===== config.mk =====
export PLATFORM = sky130hd
export DESIGN_NAME = bas_sequencer
export DESIGN_NICKNAME = d
export VERILOG_FILES = /design/src/hw/bas_pkg.sv /design/src/hw/bas_conv_if.sv /design/src/hw/bas_converter.sv /design/src/hw/bas_axi_slave.sv /design/src/hw/bas_sequencer.sv
export SDC_FILE = /design/constraint.sdc
export NUM_CORES = 1
export LEC_CHECK = 0
export BUFFER_PORTS_ARGS = -buffer_cell sky130_fd_sc_hd__buf_2
export CELL_PAD_IN_SITES_DETAIL_PLACEMENT = 0
export CELL_PAD_IN_SITES_GLOBAL_PLACEMENT = 1
export CORE_ASPECT_RATIO = 0.9
export CORE_MARGIN = 2
export CORE_UTILIZATION = 46
export DETAILED_ROUTE_END_ITERATION = 8
export GPL_TIMING_DRIVEN = 0
export PLACE_DENSITY_LB_ADDON = 0.08
export SLEW_MARGIN = 20
export SYNTH_ARGS = -nofsm -noshare
export SYNTH_HDL_FRONTEND = slang
export SYNTH_HIERARCHICAL = 1
export SYNTH_SLANG_ARGS = --single-unit

===== constraint.sdc =====
create_clock -name CLK -period 2.8 [get_ports CLK]
set_input_delay 0.14 -clock CLK [delete_from_list [all_inputs] [get_ports CLK]]
set_output_delay 0.14 -clock CLK [all_outputs]
set_load 0.1 [all_outputs]

===== src/hw/bas_pkg.sv =====
`default_nettype none
package bas_pkg;
    // Register byte offsets
    localparam logic [7:0] REG_FRONT_END_CONFIG = 8'h00;
    localparam logic [7:0] REG_APPLICATION_CONFIG = 8'h04;
    localparam logic [7:0] REG_CONTROL = 8'h08;
    localparam logic [7:0] REG_STATUS = 8'h0c;
    localparam logic [7:0] REG_RESULT = 8'h10;
    localparam logic [7:0] REG_SAMPLE = 8'h14;
    // Field positions
    localparam int GAIN_LSB = 0;
    localparam int RANGE_SHIFT_LSB = 4;
    localparam int RESOLUTION_BIT = 6;
    localparam int REFERENCE_SELECT_BIT = 0;
    localparam int TEMP_ENABLE_BIT = 1;
    localparam int OFFSET_ENABLE_BIT = 2;
    localparam int START_BIT = 0;
    // Reset values
    localparam logic [31:0] FRONT_END_CONFIG_RESET = 32'h0000_0000;
    localparam logic [31:0] APPLICATION_CONFIG_RESET = 32'h0000_0006;
    // Counts
    localparam int GAIN_SETTINGS = 9;
    localparam int STARTUP_CONVERSIONS = 5;
    localparam int OSC_DIVIDE = 2;
    localparam int RES_LOW = 13;
    localparam int RES_HIGH = 14;
    typedef enum logic [1:0] {MUX_BRIDGE, MUX_TEMPERATURE, MUX_OFFSET} bas_mux_type;
    typedef enum {ST_IDLE, ST_STARTUP, ST_NORMAL} bas_state_type;
    localparam logic [1:0] AXI_OKAY = 2'h0;
    localparam logic [1:0] AXI_SLVERR = 2'h2;
endpackage
`default_nettype wire


===== src/hw/bas_conv_if.sv =====
`default_nettype none
interface bas_conv_if;
    logic start;
    logic high_res;
    logic [1:0] range_shift_code;
    logic [14:0] sample;
    logic busy;
    logic done;
    logic signed [15:0] result;
    modport ctrl (output start, high_res, range_shift_code, sample, input busy, done, result);
    modport conv (input start, high_res, range_shift_code, sample, output busy, done, result);
endinterface
`default_nettype wire


===== src/hw/bas_converter.sv =====
`default_nettype none
module bas_converter (
    input wire logic clk,
    input wire logic rst,
    bas_conv_if.conv cv
);
    logic [15:0] count;
    logic [15:0] next_count;
    logic phase;
    logic next_phase;
    logic busy;
    logic next_busy;
    logic done;
    logic next_done;
    logic signed [15:0] result;
    logic signed [15:0] next_result;
    logic [14:0] full;
    logic [14:0] shift;

    assign cv.busy = busy;
    assign cv.done = done;
    assign cv.result = result;

    always_comb
    begin
        full = cv.high_res ? 15'h4000 : 15'h2000;
        shift = full >> (4 - cv.range_shift_code);
        next_count = count;
        next_phase = phase;
        next_busy = busy;
        next_done = 1'b0;
        next_result = result;
        if (!busy && cv.start)
        begin
            next_busy = 1'b1;
            next_phase = 1'b0;
            next_count = {1'b0, full} - 16'h0001;
        end
        else if (busy)
        begin
            // Half oscillator rate: count advances every other clock
            next_phase = ~phase;
            if (phase)
            begin
                if (count == 16'h0000)
                begin
                    next_busy = 1'b0;
                    next_done = 1'b1;
                    // Sample is already scaled to full scale of the selected resolution
                    next_result = $signed({1'b0, cv.sample}) - $signed({1'b0, shift});
                end
                else
                begin
                    next_count = count - 16'h0001;
                end
            end
        end
    end

    always_ff @(posedge clk or posedge rst)
    begin
        if (rst)
        begin
            count <= 16'h0000;
            phase <= 1'b0;
            busy <= 1'b0;
            done <= 1'b0;
            result <= 16'sh0000;
        end
        else
        begin
            count <= next_count;
            phase <= next_phase;
            busy <= next_busy;
            done <= next_done;
            result <= next_result;
        end
    end
endmodule
`default_nettype wire


===== src/hw/bas_axi_slave.sv =====
`default_nettype none
module bas_axi_slave (
    input wire logic clk,
    input wire logic rst,
    input wire logic [7:0] awaddr,
    input wire logic awvalid,
    output logic awready,
    input wire logic [31:0] wdata,
    input wire logic [3:0] wstrb,
    input wire logic wvalid,
    output logic wready,
    output logic [1:0] bresp,
    output logic bvalid,
    input wire logic bready,
    input wire logic [7:0] araddr,
    input wire logic arvalid,
    output logic arready,
    output logic [31:0] rdata,
    output logic [1:0] rresp,
    output logic rvalid,
    input wire logic rready,
    output logic wr_en,
    output logic [7:0] wr_addr,
    output logic [31:0] wr_data,
    output logic [3:0] wr_strb,
    input wire logic wr_err,
    output logic [7:0] rd_addr,
    input wire logic [31:0] rd_data,
    input wire logic rd_err
);
    logic aw_held;
    logic next_aw_held;
    logic w_held;
    logic next_w_held;
    logic [7:0] aw_addr;
    logic [7:0] next_aw_addr;
    logic [31:0] w_data;
    logic [31:0] next_w_data;
    logic [3:0] w_strb;
    logic [3:0] next_w_strb;
    logic b_pend;
    logic next_b_pend;
    logic [1:0] b_code;
    logic [1:0] next_b_code;
    logic r_pend;
    logic next_r_pend;
    logic [31:0] r_data;
    logic [31:0] next_r_data;
    logic [1:0] r_code;
    logic [1:0] next_r_code;

    assign awready = !aw_held && !b_pend;
    assign wready = !w_held && !b_pend;
    assign arready = !r_pend;
    assign bvalid = b_pend;
    assign bresp = b_code;
    assign rvalid = r_pend;
    assign rdata = r_data;
    assign rresp = r_code;
    assign wr_addr = aw_addr;
    assign wr_data = w_data;
    assign wr_strb = w_strb;
    assign wr_en = aw_held && w_held && !b_pend;
    assign rd_addr = araddr;

    always_comb
    begin
        next_aw_held = aw_held;
        next_w_held = w_held;
        next_aw_addr = aw_addr;
        next_w_data = w_data;
        next_w_strb = w_strb;
        next_b_pend = b_pend;
        next_b_code = b_code;
        next_r_pend = r_pend;
        next_r_data = r_data;
        next_r_code = r_code;
        if (awvalid && awready)
        begin
            next_aw_held = 1'b1;
            next_aw_addr = awaddr;
        end
        if (wvalid && wready)
        begin
            next_w_held = 1'b1;
            next_w_data = wdata;
            next_w_strb = wstrb;
        end
        if (wr_en)
        begin
            next_aw_held = 1'b0;
            next_w_held = 1'b0;
            next_b_pend = 1'b1;
            next_b_code = wr_err ? bas_pkg::AXI_SLVERR : bas_pkg::AXI_OKAY;
        end
        if (b_pend && bready)
        begin
            next_b_pend = 1'b0;
        end
        if (arvalid && arready)
        begin
            next_r_pend = 1'b1;
            next_r_data = rd_err ? 32'h0000_0000 : rd_data;
            next_r_code = rd_err ? bas_pkg::AXI_SLVERR : bas_pkg::AXI_OKAY;
        end
        else if (r_pend && rready)
        begin
            next_r_pend = 1'b0;
        end
    end

    always_ff @(posedge clk or posedge rst)
    begin
        if (rst)
        begin
            aw_held <= 1'b0;
            w_held <= 1'b0;
            aw_addr <= 8'h00;
            w_data <= 32'h0000_0000;
            w_strb <= 4'h0;
            b_pend <= 1'b0;
            b_code <= 2'h0;
            r_pend <= 1'b0;
            r_data <= 32'h0000_0000;
            r_code <= 2'h0;
        end
        else
        begin
            aw_held <= next_aw_held;
            w_held <= next_w_held;
            aw_addr <= next_aw_addr;
            w_data <= next_w_data;
            w_strb <= next_w_strb;
            b_pend <= next_b_pend;
            b_code <= next_b_code;
            r_pend <= next_r_pend;
            r_data <= next_r_data;
            r_code <= next_r_code;
        end
    end
endmodule
`default_nettype wire


===== src/hw/bas_sequencer.sv =====
// Contract
// - Front-end gain selectable among exactly nine settings from 105 down to 2.8.
// - Sensor offset removed digitally by the calibration controller, not analog trim.
// - Multiplexer steps bridge, temperature, internal offset per stored configuration.
// - After power-on a startup routine runs before the repeating normal cycle.
// - Converter resolution is 13 or 14 bits, nothing else.
// - Conversion lasts two to the resolution periods of half oscillator clock.
// - Result equals full scale times input over reference minus range shift.
// - Reference select bit: 0 bridge top-to-bottom, 1 analog supply.
// - Range-shift field selects 1/16, 1/8, 1/4 or 1/2 of full scale.
// - Digital output resolution equals converter resolution; analog path gives 12 bits.
// - Startup routine takes five conversion times before normal cycling.
`default_nettype none
module bas_sequencer (
    input wire logic CLK,
    input wire logic SYS_RST,
    input wire logic [7:0] S_AXI_AWADDR,
    input wire logic S_AXI_AWVALID,
    output logic S_AXI_AWREADY,
    input wire logic [31:0] S_AXI_WDATA,
    input wire logic [3:0] S_AXI_WSTRB,
    input wire logic S_AXI_WVALID,
    output logic S_AXI_WREADY,
    output logic [1:0] S_AXI_BRESP,
    output logic S_AXI_BVALID,
    input wire logic S_AXI_BREADY,
    input wire logic [7:0] S_AXI_ARADDR,
    input wire logic S_AXI_ARVALID,
    output logic S_AXI_ARREADY,
    output logic [31:0] S_AXI_RDATA,
    output logic [1:0] S_AXI_RRESP,
    output logic S_AXI_RVALID,
    input wire logic S_AXI_RREADY,
    input wire logic [14:0] ADC_SAMPLE,
    output logic [3:0] GAIN_SELECT,
    output logic [1:0] MUX_SELECT,
    output logic ADC_REFERENCE_SELECT,
    output logic ADC_BUSY,
    output logic NORMAL_CYCLE,
    output logic RESULT_VALID,
    output logic signed [15:0] ADC_RESULT,
    output logic [11:0] ANALOG_CODE
);
    logic wr_en;
    logic [7:0] wr_addr;
    logic [31:0] wr_data;
    logic [3:0] wr_strb;
    logic wr_err;
    logic [7:0] rd_addr;
    logic [31:0] rd_data;
    logic rd_err;
    logic [31:0] front_end_config_word;
    logic [31:0] next_front_end_config_word;
    logic [31:0] application_config_word;
    logic [31:0] next_application_config_word;
    logic run;
    logic next_run;
    bas_pkg::bas_state_type state;
    bas_pkg::bas_state_type next_state;
    bas_pkg::bas_mux_type mux;
    bas_pkg::bas_mux_type next_mux;
    logic [2:0] startup_count;
    logic [2:0] next_startup_count;
    logic launched;
    logic next_launched;
    logic [31:0] cycle_count;
    logic [31:0] next_cycle_count;
    logic signed [15:0] last_result;
    logic signed [15:0] next_last_result;
    logic valid;
    logic next_valid;
    logic [11:0] analog;
    logic [11:0] next_analog;
    logic [3:0] gain;
    logic high_res;
    logic [1:0] shift_code;
    bas_conv_if cv ();

    function automatic logic reg_known(input logic [7:0] a);
        reg_known = (a == bas_pkg::REG_FRONT_END_CONFIG) || (a == bas_pkg::REG_APPLICATION_CONFIG) ||
            (a == bas_pkg::REG_CONTROL) || (a == bas_pkg::REG_STATUS) ||
            (a == bas_pkg::REG_RESULT) || (a == bas_pkg::REG_SAMPLE);
    endfunction

    // Next multiplexer channel; disabled optional channels are skipped
    function automatic bas_pkg::bas_mux_type next_channel(input bas_pkg::bas_mux_type m,
        input logic temp_en, input logic off_en);
        case (m)
            bas_pkg::MUX_BRIDGE: next_channel = temp_en ? bas_pkg::MUX_TEMPERATURE :
                (off_en ? bas_pkg::MUX_OFFSET : bas_pkg::MUX_BRIDGE);
            bas_pkg::MUX_TEMPERATURE: next_channel = off_en ? bas_pkg::MUX_OFFSET : bas_pkg::MUX_BRIDGE;
            default: next_channel = bas_pkg::MUX_BRIDGE;
        endcase
    endfunction

    bas_axi_slave u_axi (
        .clk(CLK),
        .rst(SYS_RST),
        .awaddr(S_AXI_AWADDR),
        .awvalid(S_AXI_AWVALID),
        .awready(S_AXI_AWREADY),
        .wdata(S_AXI_WDATA),
        .wstrb(S_AXI_WSTRB),
        .wvalid(S_AXI_WVALID),
        .wready(S_AXI_WREADY),
        .bresp(S_AXI_BRESP),
        .bvalid(S_AXI_BVALID),
        .bready(S_AXI_BREADY),
        .araddr(S_AXI_ARADDR),
        .arvalid(S_AXI_ARVALID),
        .arready(S_AXI_ARREADY),
        .rdata(S_AXI_RDATA),
        .rresp(S_AXI_RRESP),
        .rvalid(S_AXI_RVALID),
        .rready(S_AXI_RREADY),
        .wr_en(wr_en),
        .wr_addr(wr_addr),
        .wr_data(wr_data),
        .wr_strb(wr_strb),
        .wr_err(wr_err),
        .rd_addr(rd_addr),
        .rd_data(rd_data),
        .rd_err(rd_err)
    );

    bas_converter u_conv (
        .clk(CLK),
        .rst(SYS_RST),
        .cv(cv.conv)
    );

    assign gain = front_end_config_word[bas_pkg::GAIN_LSB +: 4];
    assign shift_code = front_end_config_word[bas_pkg::RANGE_SHIFT_LSB +: 2];
    assign high_res = front_end_config_word[bas_pkg::RESOLUTION_BIT];

    assign cv.high_res = high_res;
    assign cv.range_shift_code = shift_code;
    // Input scaled to the selected full scale; 13-bit mode drops the LSB
    assign cv.sample = high_res ? ADC_SAMPLE : {1'b0, ADC_SAMPLE[14:1]};
    assign cv.start = run && !cv.busy && !launched;

    assign GAIN_SELECT = gain;
    assign MUX_SELECT = mux;
    assign ADC_REFERENCE_SELECT = application_config_word[bas_pkg::REFERENCE_SELECT_BIT];
    assign ADC_BUSY = cv.busy;
    assign NORMAL_CYCLE = (state == bas_pkg::ST_NORMAL);
    assign RESULT_VALID = valid;
    assign ADC_RESULT = last_result;
    assign ANALOG_CODE = analog;

    // Gain codes beyond the nine settings are refused
    assign wr_err = !reg_known(wr_addr) || (wr_addr == bas_pkg::REG_FRONT_END_CONFIG && wr_strb[0] &&
        wr_data[bas_pkg::GAIN_LSB +: 4] >= 4'(bas_pkg::GAIN_SETTINGS));
    assign rd_err = !reg_known(rd_addr);

    always_comb
    begin
        case (rd_addr)
            bas_pkg::REG_FRONT_END_CONFIG: rd_data = front_end_config_word;
            bas_pkg::REG_APPLICATION_CONFIG: rd_data = application_config_word;
            bas_pkg::REG_CONTROL: rd_data = {31'h0, run};
            bas_pkg::REG_STATUS: rd_data = {26'h0, mux, cv.busy, valid, state == bas_pkg::ST_NORMAL,
                state == bas_pkg::ST_STARTUP};
            bas_pkg::REG_RESULT: rd_data = {{16{last_result[15]}}, last_result};
            bas_pkg::REG_SAMPLE: rd_data = cycle_count;
            default: rd_data = 32'h0000_0000;
        endcase
    end

    always_comb
    begin
        next_front_end_config_word = front_end_config_word;
        next_application_config_word = application_config_word;
        next_run = run;
        next_state = state;
        next_mux = mux;
        next_startup_count = startup_count;
        next_launched = launched;
        next_cycle_count = cycle_count;
        next_last_result = last_result;
        next_valid = valid;
        next_analog = analog;
        if (wr_en && !wr_err && wr_strb[0])
        begin
            if (wr_addr == bas_pkg::REG_FRONT_END_CONFIG)
                next_front_end_config_word = {25'h0, wr_data[6:0]};
            else if (wr_addr == bas_pkg::REG_APPLICATION_CONFIG)
                next_application_config_word = {29'h0, wr_data[2:0]};
            else if (wr_addr == bas_pkg::REG_CONTROL)
                next_run = wr_data[bas_pkg::START_BIT];
        end
        if (cv.start)
            next_launched = 1'b1;
        case (state)
            bas_pkg::ST_IDLE:
            begin
                if (run)
                begin
                    next_state = bas_pkg::ST_STARTUP;
                    next_startup_count = 3'h0;
                    next_mux = bas_pkg::MUX_BRIDGE;
                end
            end
            bas_pkg::ST_STARTUP:
            begin
                if (cv.done)
                begin
                    next_launched = 1'b0;
                    next_mux = next_channel(mux, 1'b1, 1'b1);
                    if (startup_count == 3'(bas_pkg::STARTUP_CONVERSIONS - 1))
                    begin
                        next_state = bas_pkg::ST_NORMAL;
                        next_mux = bas_pkg::MUX_BRIDGE;
                    end
                    else
                        next_startup_count = startup_count + 3'h1;
                end
            end
            bas_pkg::ST_NORMAL:
            begin
                if (cv.done)
                begin
                    next_launched = 1'b0;
                    next_mux = next_channel(mux, application_config_word[bas_pkg::TEMP_ENABLE_BIT],
                        application_config_word[bas_pkg::OFFSET_ENABLE_BIT]);
                    if (!run)
                        next_state = bas_pkg::ST_IDLE;
                end
            end
            default: next_state = bas_pkg::ST_IDLE;
        endcase
        if (cv.done)
        begin
            next_cycle_count = cycle_count + 32'h1;
            // Offset is removed later in software conditioning, so raw counts pass unchanged
            if (mux == bas_pkg::MUX_BRIDGE)
            begin
                next_last_result = cv.result;
                // Analog path keeps only 12 bits at either resolution
                next_analog = high_res ? cv.result[13:2] : cv.result[12:1];
                next_valid = (state == bas_pkg::ST_NORMAL);
            end
        end
    end

    always_ff @(posedge CLK or posedge SYS_RST)
    begin
        if (SYS_RST)
        begin
            front_end_config_word <= bas_pkg::FRONT_END_CONFIG_RESET;
            application_config_word <= bas_pkg::APPLICATION_CONFIG_RESET;
            run <= 1'b1;
            state <= bas_pkg::ST_IDLE;
            mux <= bas_pkg::MUX_BRIDGE;
            startup_count <= 3'h0;
            launched <= 1'b0;
            cycle_count <= 32'h0;
            last_result <= 16'sh0000;
            valid <= 1'b0;
            analog <= 12'h000;
        end
        else
        begin
            front_end_config_word <= next_front_end_config_word;
            application_config_word <= next_application_config_word;
            run <= next_run;
            state <= next_state;
            mux <= next_mux;
            startup_count <= next_startup_count;
            launched <= next_launched;
            cycle_count <= next_cycle_count;
            last_result <= next_last_result;
            valid <= next_valid;
            analog <= next_analog;
        end
    end
endmodule
`default_nettype wire


==> out/results.tsv <==
metric	value	unit
io_pins	153	
port_buffers	114	
crit_fanout	8	
nets	1073	
crit_start	front_end_config_word[4]	
finalWorstSetupSlack	107	ps
post-cts-setup-buffers	0	
yosys_warnings	6	
cts_num_sinks	169	
ir_drop	0.000898	V
syn_area	8980	sq um
detail_route.wl_per_cell	17.1	microns
clkPwrFrac	25.0	%
place_ws	-54.5	ps
areaGrowthSynthToFinish	19.6	%
period_share	96.2	%
reg2reg_to	u_conv/cv.result[14]	
cts_tree	done	
dr.pass1.iters	5	
route.detailed.drc	0	
grt_max_degree	55	
clock_latency	430	ps
num_rows	48	
combPwrFrac	36.9	%
finalMaxSlewViolations	0	
antenna_left	0	
ctsLongestPathBuffers	2	
syn-instance-count	824	
status	finished clean	
worstPathRequired	3110	ps
stdcell_area	10700	sq um
die_w	151	microns
drt_iter0_markers	366	
reg2reg_depth	8	
power.leakage	4.93	nW
p_per_area	882	nW/um^2
htreeDepth	4	
grt_pass1_wl	34.1	mm
avgSynthCellArea	10.9	sq um
power_switching	3.97	mW
grt-ovfl-total	0	
finalHoldViolations	0	
die_h	137	microns
hold_class	input port to flop	
fin_cells	1241	
antenna_found_initial	0	
rsz0062_at_grt	false	
min_period	2690	ps
first_global_vias	6568	
switching_share	41.9	%
cts_buffers	17	
r2r_slack	110	ps
p_total	9.47	mW
vias	6639	
antenna_cells	0	
track_usage	21.5	%
cts_root_buffer	clkbuf_16	
seqPwrFrac	38.1	%
routed_wl	21.2	mm
crit_end	u_conv/cv.result[14]	
end_kind	flop	
p_int	5.50	mW
path_clk_slew	60	ps
max-slew-margin-rel	47.4	%
final.setup_skew	12.0	ps
initial_core_util	46.9	%
cap_viol_max_count	0	
worstMarginPinSlew	789	ps
avgViaCountPerCell	5.35	
cp-start-kind	flop	
setup_viol	0	
drive_gt1_share	32.0	%
placed_area	9940	sq um
worst-endpoint-arrival	3000	ps
r2r-start	front_end_config_word[4]	
placed_cells	1192	
core-area	19200	sq um
max_freq	371	MHz
gp_congestion	0.860	
place_hpwl	16.0	mm
crit_type	flop to flop	
dieArea	20700	sq um
[how the worst min path moves through the flow]
stage	start	end	slack [ps]	cells after the start
after floorplan	S_AXI_RREADY	u_axi/rvalid	230	1
after global placement	S_AXI_RREADY	u_axi/rvalid	310	2
after detailed placement	SYS_RST	u_conv/count[1]	100	2
after CTS	ADC_SAMPLE[1]	u_conv/cv.result[1]	40	4
after global routing	ADC_SAMPLE[2]	u_conv/cv.result[2]	50	4
final	ADC_SAMPLE[1]	u_conv/cv.result[1]	50	4
[per-layer routing]
layer	share of wire (%)	track usage, %	vias to the layer above
li1	-	-	3205
met5	0	0	-
met4	1.2	6.18	0
met2	49	35.2	146
met1	45	29.4	3267
met3	4.1	3.63	21
[registers in the layout (all words and copies together), names as in the netlist, 2 cells and up]
register                 flops
u_axi/wr_addr                8
startup_count                3
ADC_RESULT                  16
front_end_config_word        7
ANALOG_CODE                 12
application_config_word      3
state                        2
cycle_count                 32
u_conv/count                16
u_conv/cv.result            16
u_axi/wr_data                7
MUX_SELECT                   2
u_axi/rdata                 32
[power by group through the flow]
stage / clock network, mW / registers, mW / logic, mW
2_1_floorplan: 0 / 4.66 / 1.71
3_3_place_gp: 0 / 3.61 / 3.42
3_5_place_dp: 0 / 3.65 / 3.48
4_1_cts: 2.44 / 3.61 / 3.51
5_1_grt: 2.54 / 3.69 / 3.74
6_report: 2.37 / 3.61 / 3.49
[final cells by class]
class | instances | area (sq um)
Tap cell | 250 | 313
Timing Repair Buffer | 136 | 828
Fill cell | 1747 | 8420
Multi-Input combinational cell | 576 | 4340
Sequential cell | 169 | 4240
Buffer | 56 | 347
Inverter | 23 | 88.8
Clock buffer | 25 | 505
Clock inverter | 6 | 86.3
[metrics by stage]
step	utilization, %	TNS, ps	hold WS, ps
5_1_grt	56.1	0	48.7
3_3_place_gp	51.5	-27000	313
6_report	56.1	0	54.9
3_5_place_dp	51.9	-54.5	100
2_1_floorplan	-	0	225
4_1_cts	55.9	0	35.3
[what timing repair did]
| action | in CTS | in global routing |
|---|---|---|
| endpoints found under the hold margin | 94 | 0 |
| hold buffers | 19 | 0 |
| gates cloned | 0 | 0 |
| resized for setup | 0 | 11 |
| setup endpoints to repair | 1 | 15 |
[critical path: stages, from the launching register on]
cell and delay (ps):
dfrtp_2 460, inv_1 130, ha_2 330, or3b_2 470, ha_1 350, a211o_1 310
o22ai_1 160, xnor2_1 100, mux2_2 260
[layout by cell type (no fill, tap or decap), drive strengths merged, types with 4 or more instances in the layout]
cell           n
a211oi         7
nand2b        14
xnor2         34
ha            20
nand3         26
buf          150
a22oi          6
and2b         10
nand4         17
inv           24
nand2         76
xor2           6
a21oi         45
nor4           8
clkbuf        48
nor3          16
o22ai          4
dfrtp        166
o21ai         23
nand3b         5
mux2          97
nor2          48
dlygate4sd3   19
mux2i         26
nor3b          5
nor2b         30
No activity file was read; power rests on OpenSTA's default activity.
